File: config.mk
export PLATFORM = sky130hd
export DESIGN_NAME = amp_control_register_bank
export DESIGN_NICKNAME = d
export VERILOG_FILES = /design/src/amp_regs_pkg.sv /design/src/amp_sleep_if.sv /design/src/amp_control_register_bank.sv /design/src/zero_run_detector.sv
export SDC_FILE = /design/constraint.sdc
export NUM_CORES = 1
export LEC_CHECK = 0
export ABC_AREA = 1
export BUFFER_PORTS_ARGS = -buffer_cell sky130_fd_sc_hd__buf_2
export CORE_MARGIN = 2
export CORE_UTILIZATION = 35
export DETAILED_ROUTE_END_ITERATION = 8
export PLACE_DENSITY_LB_ADDON = 0.25
export SYNTH_ARGS = -nofsm -noshare
export SYNTH_HDL_FRONTEND = slang
export SYNTH_SLANG_ARGS = --single-unit
File: constraint.sdc
create_clock -name clk -period 2.58 [get_ports clk]
set_input_delay 0.387 -clock clk [delete_from_list [all_inputs] [get_ports clk]]
set_output_delay 0.387 -clock clk [all_outputs]
set_load 0.02 [all_outputs]
File: src/amp_regs_pkg.sv
package amp_regs_pkg;

  localparam int REG_COUNT = 12;
  localparam logic [7:0] REG_POWER_CONTROL = 8'h00;
  localparam logic [7:0] REG_GAIN_EDGE_CONTROL = 8'h01;
  localparam logic [7:0] REG_CONVERTER_CONTROL = 8'h02;
  localparam logic [7:0] REG_VOLUME_CONTROL = 8'h03;
  localparam logic [7:0] REG_SERIAL_AUDIO_CONTROL_A = 8'h04;
  localparam logic [7:0] REG_SERIAL_AUDIO_CONTROL_B = 8'h05;
  localparam logic [7:0] REG_SUPPLY_VOLTAGE_READOUT = 8'h06;
  localparam logic [7:0] REG_LIMITER_CONTROL_A = 8'h07;
  localparam logic [7:0] REG_LIMITER_CONTROL_B = 8'h08;
  localparam logic [7:0] REG_LIMITER_CONTROL_C = 8'h09;
  localparam logic [7:0] REG_FAULT_STATUS = 8'h0A;
  localparam logic [7:0] REG_FAULT_RECOVERY_CONTROL = 8'h0B;

  localparam logic [7:0] RESET_VALUES [REG_COUNT] = '{
    8'h81, 8'h01, 8'h32, 8'h40, 8'h11, 8'h00,
    8'h00, 8'hA4, 8'h51, 8'h22, 8'h00, 8'h18
  };

  // power_control fields
  localparam int AUTO_SLEEP_ENABLE_BIT = 7;
  localparam int SUPPLY_SENSE_OFF_BIT = 6;
  localparam int SOFT_RESET_BIT = 1;
  localparam int MASTER_SLEEP_BIT = 0;
  localparam logic [7:0] SOFT_RESET_MASK = 8'h02;

  // gain_edge_control fields
  localparam int EDGE_SLOW_BIT = 4;
  localparam int FULLSCALE_LSB = 0;
  localparam int FULLSCALE_WIDTH = 2;

  // full-scale output in millivolts per analog_fullscale_sel code
  localparam logic [15:0] FULLSCALE_MV [4] = '{16'h20D0, 16'h3138, 16'h36B0, 16'h3A98};

  localparam int ZERO_RUN_LEN = 2048;
  localparam int ZERO_COUNT_WIDTH = 12;
  localparam int AUDIO_WIDTH = 24;

endpackage

File: src/amp_sleep_if.sv
`timescale 1ns/1ps
interface amp_sleep_if;
  logic enable;
  logic clear;
  logic sample_valid;
  logic sample_zero;
  logic asleep;

  modport detector(input enable, input clear, input sample_valid, input sample_zero,
    output asleep);
  modport control(output enable, output clear, output sample_valid, output sample_zero,
    input asleep);
endinterface

File: src/amp_control_register_bank.sv
`timescale 1ns/1ps
// Behaviour
// - auto sleep enabled: 2048 consecutive zero samples put the amplifier in low power
// - while auto asleep with master sleep clear, one nonzero sample returns it to normal operation
// - bit 6 of power control set switches supply sensing off
// - writing 1 to power control bit 1 resets all blocks and the writable registers; the supply and fault readouts keep tracking their inputs
// - master sleep bit 0 resets to 1 and holds blocks in low power
// - edge bit 4: 0 normal edges, 1 slow low-emission edges
// - full-scale codes 00..11 give 8.4, 12.6, 14, 15 V; resets to 01
module amp_control_register_bank
  import amp_regs_pkg::*;
#(
  parameter int SAMPLE_WIDTH = AUDIO_WIDTH,
  parameter int RUN_LEN = ZERO_RUN_LEN
) (
  input wire logic clk,
  input wire logic rst_n,
  input wire logic wr_en,
  input wire logic rd_en,
  input wire logic [7:0] addr,
  input wire logic [7:0] wr_data,
  output logic [7:0] rd_data,
  output logic rd_valid,
  input wire logic sample_valid,
  input wire logic [SAMPLE_WIDTH-1:0] sample_data,
  input wire logic [7:0] supply_voltage_in,
  input wire logic [7:0] fault_status_in,
  output logic master_sleep,
  output logic auto_asleep,
  output logic powered_down,
  output logic supply_sense_off,
  output logic edge_slow,
  output logic [1:0] analog_fullscale_sel,
  output logic [15:0] fullscale_mv,
  output logic block_reset,
  output logic [7:0] converter_control,
  output logic [7:0] volume_control,
  output logic [7:0] serial_audio_control_a,
  output logic [7:0] serial_audio_control_b,
  output logic [7:0] limiter_control_a,
  output logic [7:0] limiter_control_b,
  output logic [7:0] limiter_control_c,
  output logic [7:0] fault_recovery_control
);

  logic [7:0] cfg [REG_COUNT];
  logic [7:0] supply_meta;
  logic [7:0] supply_sync;
  logic [7:0] fault_meta;
  logic [7:0] fault_sync;
  logic [7:0] supply_prev;
  logic [7:0] supply_held;
  logic supply_steady;
  logic [REG_COUNT-1:0] write_hit;
  logic [7:0] power_control;
  logic [7:0] gain_edge_control;
  logic in_range;
  logic soft_reset_hit;
  logic [7:0] read_value;
  logic [7:0] write_value;
  amp_sleep_if sleep_link ();

  function automatic logic is_writable(input logic [7:0] a);
    return a != REG_SUPPLY_VOLTAGE_READOUT && a != REG_FAULT_STATUS;
  endfunction

  assign in_range = addr < 8'(REG_COUNT);
  assign soft_reset_hit = wr_en && addr == REG_POWER_CONTROL && wr_data[SOFT_RESET_BIT];
  // soft reset bit is never stored, so it reads 0 and can fire again
  assign write_value = (addr == REG_POWER_CONTROL) ? (wr_data & ~SOFT_RESET_MASK) : wr_data;
  // a read in the write cycle returns the old contents
  assign read_value = !in_range ? 8'h00 :
                      (addr == REG_SUPPLY_VOLTAGE_READOUT) ? supply_held :
                      (addr == REG_FAULT_STATUS) ? fault_sync : cfg[addr[3:0]];

  // one write strobe per register; read-only and unmapped offsets get none
  for (genvar g = 0; g < REG_COUNT; g++) begin : g_write_hit
    assign write_hit[g] = wr_en && in_range && addr == 8'(g) && is_writable(8'(g));
  end

  always_ff @(posedge clk) begin
    for (int i = 0; i < REG_COUNT; i++) begin
      if (!rst_n || soft_reset_hit) begin
        cfg[i] <= RESET_VALUES[i];
      end else if (write_hit[i]) begin
        cfg[i] <= write_value;
      end
    end
  end

  // status inputs come from the analog side, so they are synchronised
  // the supply word is taken only once two samples agree: no torn readout,
  // at the cost of two more clocks of latency than the fault path
  // fault flags are independent bits, so two flip-flops are enough for them
  assign supply_steady = supply_sync == supply_prev;

  always_ff @(posedge clk) begin
    if (!rst_n) begin
      supply_meta <= 8'h00;
      supply_sync <= 8'h00;
      supply_prev <= 8'h00;
      supply_held <= 8'h00;
      fault_meta <= 8'h00;
      fault_sync <= 8'h00;
    end else begin
      supply_meta <= supply_voltage_in;
      supply_sync <= supply_meta;
      supply_prev <= supply_sync;
      supply_held <= supply_steady ? supply_sync : supply_held;
      fault_meta <= fault_status_in;
      fault_sync <= fault_meta;
    end
  end

  always_ff @(posedge clk) begin
    if (!rst_n) begin
      rd_data <= 8'h00;
      rd_valid <= 1'b0;
      block_reset <= 1'b0;
    end else begin
      rd_data <= rd_en ? read_value : rd_data;
      rd_valid <= rd_en;
      block_reset <= soft_reset_hit;
    end
  end

  assign power_control = cfg[REG_POWER_CONTROL[3:0]];
  assign gain_edge_control = cfg[REG_GAIN_EDGE_CONTROL[3:0]];

  assign sleep_link.enable = power_control[AUTO_SLEEP_ENABLE_BIT];
  assign sleep_link.clear = soft_reset_hit || block_reset;
  assign sleep_link.sample_valid = sample_valid;
  assign sleep_link.sample_zero = sample_data == '0;

  zero_run_detector #(
    .RUN_LEN(RUN_LEN)
  ) detector (
    .clk(clk),
    .rst_n(rst_n),
    .link(sleep_link.detector)
  );

  assign master_sleep = power_control[MASTER_SLEEP_BIT];
  assign auto_asleep = sleep_link.asleep;
  // control bus stays awake in either low power state
  assign powered_down = master_sleep || auto_asleep;
  assign supply_sense_off = power_control[SUPPLY_SENSE_OFF_BIT];
  assign edge_slow = gain_edge_control[EDGE_SLOW_BIT];
  assign analog_fullscale_sel =
    gain_edge_control[FULLSCALE_LSB +: FULLSCALE_WIDTH];
  assign fullscale_mv = FULLSCALE_MV[analog_fullscale_sel];
  assign converter_control = cfg[REG_CONVERTER_CONTROL[3:0]];
  assign volume_control = cfg[REG_VOLUME_CONTROL[3:0]];
  assign serial_audio_control_a = cfg[REG_SERIAL_AUDIO_CONTROL_A[3:0]];
  assign serial_audio_control_b = cfg[REG_SERIAL_AUDIO_CONTROL_B[3:0]];
  assign limiter_control_a = cfg[REG_LIMITER_CONTROL_A[3:0]];
  assign limiter_control_b = cfg[REG_LIMITER_CONTROL_B[3:0]];
  assign limiter_control_c = cfg[REG_LIMITER_CONTROL_C[3:0]];
  assign fault_recovery_control = cfg[REG_FAULT_RECOVERY_CONTROL[3:0]];
endmodule

File: src/zero_run_detector.sv
`timescale 1ns/1ps
module zero_run_detector
  import amp_regs_pkg::*;
#(
  parameter int RUN_LEN = ZERO_RUN_LEN
) (
  input wire logic clk,
  input wire logic rst_n,
  amp_sleep_if.detector link
);

  logic [ZERO_COUNT_WIDTH-1:0] count;
  logic asleep;
  logic [ZERO_COUNT_WIDTH-1:0] next_count;
  logic next_asleep;
  logic run_done;

  localparam logic [ZERO_COUNT_WIDTH-1:0] LAST = ZERO_COUNT_WIDTH'(RUN_LEN - 1);

  // count saturates; a nonzero sample always restarts the run
  assign run_done = link.sample_valid && link.sample_zero && (count == LAST);
  assign next_count = (!link.enable || link.clear) ? '0 :
                      !link.sample_valid ? count :
                      !link.sample_zero ? '0 :
                      (count == LAST) ? count : count + 1'b1;
  assign next_asleep = (!link.enable || link.clear) ? 1'b0 :
                       (link.sample_valid && !link.sample_zero) ? 1'b0 :
                       run_done ? 1'b1 : asleep;

  always_ff @(posedge clk) begin
    if (!rst_n) begin
      count <= '0;
      asleep <= 1'b0;
    end else begin
      count <= next_count;
      asleep <= next_asleep;
    end
  end

  assign link.asleep = asleep;
endmodule

# Word level (Yosys, flattened, before mapping)
# Memories as Yosys holds them, arrays and structs flattened.
# Cells that the tools add are included.
# W data, S select, Z words.
[word_totals] out_inout_bits=97 inputBits=61 mem_count=1 word_cells=120 ramBits=96 regBits=71
[memory_table] name="cfg" words=12 width=8 read_ports=11 rd_ports_with_merged_regs=0 write_ports=12 line_no="amp_control_register_bank.sv:46" rtl="logic [7:0] cfg [REG_COUNT];"
[op_classes] mux=51 bitwise=12 reduce_logical=28 eq_ne=14 addsub=1 order_cmp=2
[ops] op="$mux W8" n=13
[ops] op="$bmux W16 S2" n=1
[ops] op="$eq A8 B3 Y1 const B" n=4
[ops] op="$eq A8 B4 Y1 const B" n=4
[ops] op="$mux W1" n=32
[ops] op="$mux W16" n=2
[ops] op="$logic_not A24 Y1" n=1
[ops] op="$mux W12" n=2
[ops] op="$eq A8 B2 Y1 const B" n=2
[ops] op="$logic_and A1 B1 Y1" n=16
[ops] op="$add A12 B1 Y12 const B" n=1
[ops] op="$eq A12 B11 Y1 const B" n=1
[ops] op="$or A1 B1 Y1" n=10
[ops] op="$eq A8 B1 Y1 const B" n=1
[ops] op="$eq A8 B8 Y1" n=1
[ops] op="$logic_not A8 Y1" n=1
[ops] op="$lt A8 B4 Y1 const B" n=1
[ops] op="$logic_or A1 B1 Y1" n=4
[ops] op="$ge A3 B3 Y1 const B" n=1
[ops] op="$logic_not A1 Y1" n=3
[ops] op="$not A2 Y3" n=1
[ops] op="$reduce_or A3 Y1" n=1
[ops] op="$mux W2" n=1
[ops] op="$ne A2 B2 Y1 const B" n=1
[ops] op="3 further kinds" n=3

# Logic depth before layout (Yosys ltp)
[logic_depth] word_depth=7 depth_mapped=13 mapped_depth_nobuf=11

# By module
# Synthesis repeated with hierarchy kept, for this count alone.
[hier_totals] hier_cells=849 hier_area_um2=6897.9
[by_module_without_submodules] module="amp_control_register_bank" area_per_inst_um2=6022.0 cells_per_inst=707 seq_area_each_um2=3563.4 n_inst=1
[by_module_without_submodules] module="zero_run_detector" area_per_inst_um2=875.8 cells_per_inst=142 seq_area_each_um2=260.2 n_inst=1

# Worst setup path after synthesis
# Ideal clock, no wire load.
[synth_path] kind="input to register" start="in addr[5]" end="mem cfg[2][0], enable pin" path_stages=10 setup_slack_ns=0.500 n_path_buf=1 arrival_ns=1.696 required_time_ns=2.196 setup_ns=0.384 cell_sequence="nor2_1 -> nand2_2 -> inv_2 -> nand2_1 -> nor2_4 -> nand3_2 -> nand2_4 -> inv_4 -> buf_6 -> o21ai_0"
[synth_lines] element="start: declaration" line_no="amp_control_register_bank.sv:20" rtl="input wire logic [7:0] addr,"
[synth_lines] element="end: declaration" line_no="amp_control_register_bank.sv:46"

==> run summary <==
Status: finished clean
Min-Delay Endpoint: fault_meta[1]$_SDFF_PN0_
Worst vdd ir: 445 µV
Sequential fraction of the synthesis area: 55.0%
H-tree levels: 4
Initial antenna violation count: 1
Post-synthesis compound-gate area fraction: 3.97%
Port buffer count: 150
Hold/Removal Path Class: input port to register
Antenna-violating nets left: 0
Clock slew at reported path FFs: 0.06 ns
Layout net count: 1063
Placed cell area: 7930 µm²
Vias per cell: 4.53
Worst slew pin tran: 1.11 ns
Layout cells sized above 1: 23.9%
Core Region: 19500 µm²
Pleak: 3.96 nW
Final worst path period share: 74.8%
Initial Util: 35.7%
Worst hold margin: 0.143 ns
MaxCap Viol Count: 0
Final setup viols: 0
Crit path cell chain: buf_2, nor2_4, nand2_1, nor2_4, nand3_2, nand2_4, inv_4, o21ai_0
CTS root buf: clkbuf_16
PostCTS Resize Cnt: 0
Drt pass-1 iters: 5
Slew margin rel.: 25.1%
WS Path Type: input port to register
CTS tree: built
Seq cells post-synth: 151
Post-synth ARST share: 0%
RR Startpoint: detector.count[0]$_SDFFE_PP0P_
Total number of vias: 5771
Critical path data required time: 2.62 ns
Largest fanout on the critical path: 18
Placed Cells: 1241
Crit path max-delay family: simple AND/OR/NAND/NOR gates
EDFF count, synth: 80
Top cell by count, worst path: nor2_4
Warnings from Yosys: 0
Maximum clock path buffer count: 2
Mux cell area share after synthesis: 0%
Critical Path AT: 1.97 ns
Post-route DRC: 0
Utilization after layout: 43.7%
FF-to-FF path depth: 8
CTS hold repair buffers: 0
Worst path slowest cell: o21ai_0
Reg-to-reg endpoint: detector.count[10]$_SDFFE_PP0P_
Total clock sinks: 151
Area growth syn-to-layout: 22.3%
Diodes inserted: 0
Row count: 51
Post-synthesis simple-gate area fraction: 29.7%
Minimum clock period: 1.93 ns
RSZ-0062 raised after global routing: false
Average instance area after synthesis: 8.26 µm²
Final Skew: 0.00985 ns
CP max stage delay: 0.44 ns
Full die area: 21000 µm²
Cell variety after synth: 35
Setup TNS after final layout: 0 ns
Fmax: 518 MHz
Clock Latency Late Sink: 0.42 ns
# IOs: 158
GRT Total Usage: 17.4%
First-pass GRT wire length: 28300 µm
Finished Layout Cells: 1273
Synth Flop Type: edfxtp_1
Wirelength per Cell: 14.4 µm
XOR/XNOR Fraction of Synth Area: 1.26%
GRT overflow: 0
GPL Wtd Cong: 0.918
Post-CTS Setup Inserts: 0
Adder-cell share of the synthesized area: 1.26%
Largest family of logic cells by synthesized area: simple AND/OR/NAND/NOR gates
Final Hold Vio Count: 0
Post-Syn Area: 6960 µm²
Worst Hold Launch: fault_status_in[1]
Power Dens Cells: 667 nW/µm²
Vias in the first global route: 5209
Number of max-slew violations in the final report: 0
Detailed Route Iter0 Violations: 525
Startpoint types: input port
Worst Setup End Kind: register
Post-route cell area: 8510 µm²
Die Y: 145 µm
R2R setup slack: 0.84 ns
Total Routed Length: 18300 µm
TritonCTS buffer count: 17
CP bufs+invs: 2
Pin count of the biggest net entering global routing: 51
Final HPWL DP: 13500 µm
Cell count of the worst hold path: 3
Die Wd: 145 µm
Mapped Cells: 842
## sequential cells by signal, summed over array words and instances, names as in the netlist
signal	count
rd_data	8
rd_valid	1
supply_meta	8
supply_held	8
detector.count	12
fault_meta	8
cfg	80
detector.link.asleep	1
block_reset	1
supply_prev	8
supply_sync	8
fault_sync	8
## stage by stage
step                      setup WS, ns  power, W
final                            0.649   0.00568
after global routing             0.467   0.00590
after CTS                        0.656   0.00573
after detailed placement         0.231   0.00332
after global placement           0.225   0.00332
after floorplan                  0.500   0.00310
## final cells by class
cell class,instances,area (µm²)
Fill cell,1962,11000
Sequential cell,151,3820
Clock buffer,24,527
Inverter,104,393
Tap cell,265,332
Clock inverter,8,56.3
Timing Repair Buffer,161,833
Multi-Input combinational cell,560,2540
## synthesized netlist by cell type (all sizes together), types with 3 or more instances
master / count / area [µm²]
a21oi: 23 / 115
and2: 6 / 37.5
buf: 29 / 203
clkbuf: 4 / 15.0
clkinv: 11 / 41.3
dfxtp: 71 / 1420
edfxtp: 80 / 2400
ha: 7 / 87.6
inv: 93 / 352
nand2: 286 / 1110
nand3: 42 / 230
nand4: 10 / 62.6
nor2: 132 / 586
o21ai: 25 / 133
or2: 5 / 31.3
xnor2: 3 / 26.3
xor2: 7 / 61.3
## worst max-delay path by stage
stage                                       start                 endpoint  slack, ns  cells past startpoint
after floorplan                           addr[5]  cfg[2][0]$_SDFFCE_PN0P_       0.50                     10
after global placement                    addr[5]  cfg[4][2]$_SDFFCE_PN0P_       0.23                      8
after detailed placement                  addr[3]  cfg[4][5]$_SDFFCE_PN0P_       0.23                      8
after CTS                 cfg[1][0]$_SDFFCE_PN1P_          fullscale_mv[5]       0.66                      3
after global routing                      addr[7]  cfg[4][2]$_SDFFCE_PN0P_       0.47                      8
final                                     addr[3]  cfg[4][5]$_SDFFCE_PN0P_       0.65                      8
## routing by layer
metal,vias up,wire [µm],global-route usage (%)
met2,200,8370,27.2
met1,2616,8400,23.6
met4,2,415,6.58
met5,-,13,0
li1,2919,-,-
met3,34,1080,3.87
## cell families (layout without fill, tap and decap cells)
group,after synthesis,after routing
AO/OA/AOI/OAI,52,52
flip-flops,151,151
buffers and inverters,137,297
AND/OR/NAND/NOR,483,483
XOR/XNOR,10,10
adder cells (fa/ha/maj),7,7
other,2,8
## placed cells by master, fill, tap and decap left out, types with 8 or more instances in the layout
cell type	n
nand2_1	277
clkbuf_16	20
conb_1	8
inv_2	12
buf_2	150
o21ai_0	22
nor2_1	114
clkinv_1	11
nor2_4	9
dfxtp_1	71
nor2_2	9
nand4_1	10
inv_1	80
buf_4	11
nand3_1	38
edfxtp_1	80
a21oi_1	23
## tightest hold or removal path: cells and delay by family
kind	cells	cell delay [ns]
buffers and inverters	2	0.11
and+or+nand+nor	1	0.04
## where the power goes
group	internal [W]	leakage (nW)	total, W	switching [W]
Clock	0.00144	0.290	0.00241	0.000973
Sequential	0.00264	1.35	0.00270	0.0000665
Combinational	0.000170	2.31	0.000563	0.000393
(Power assumes the default switching activity.)
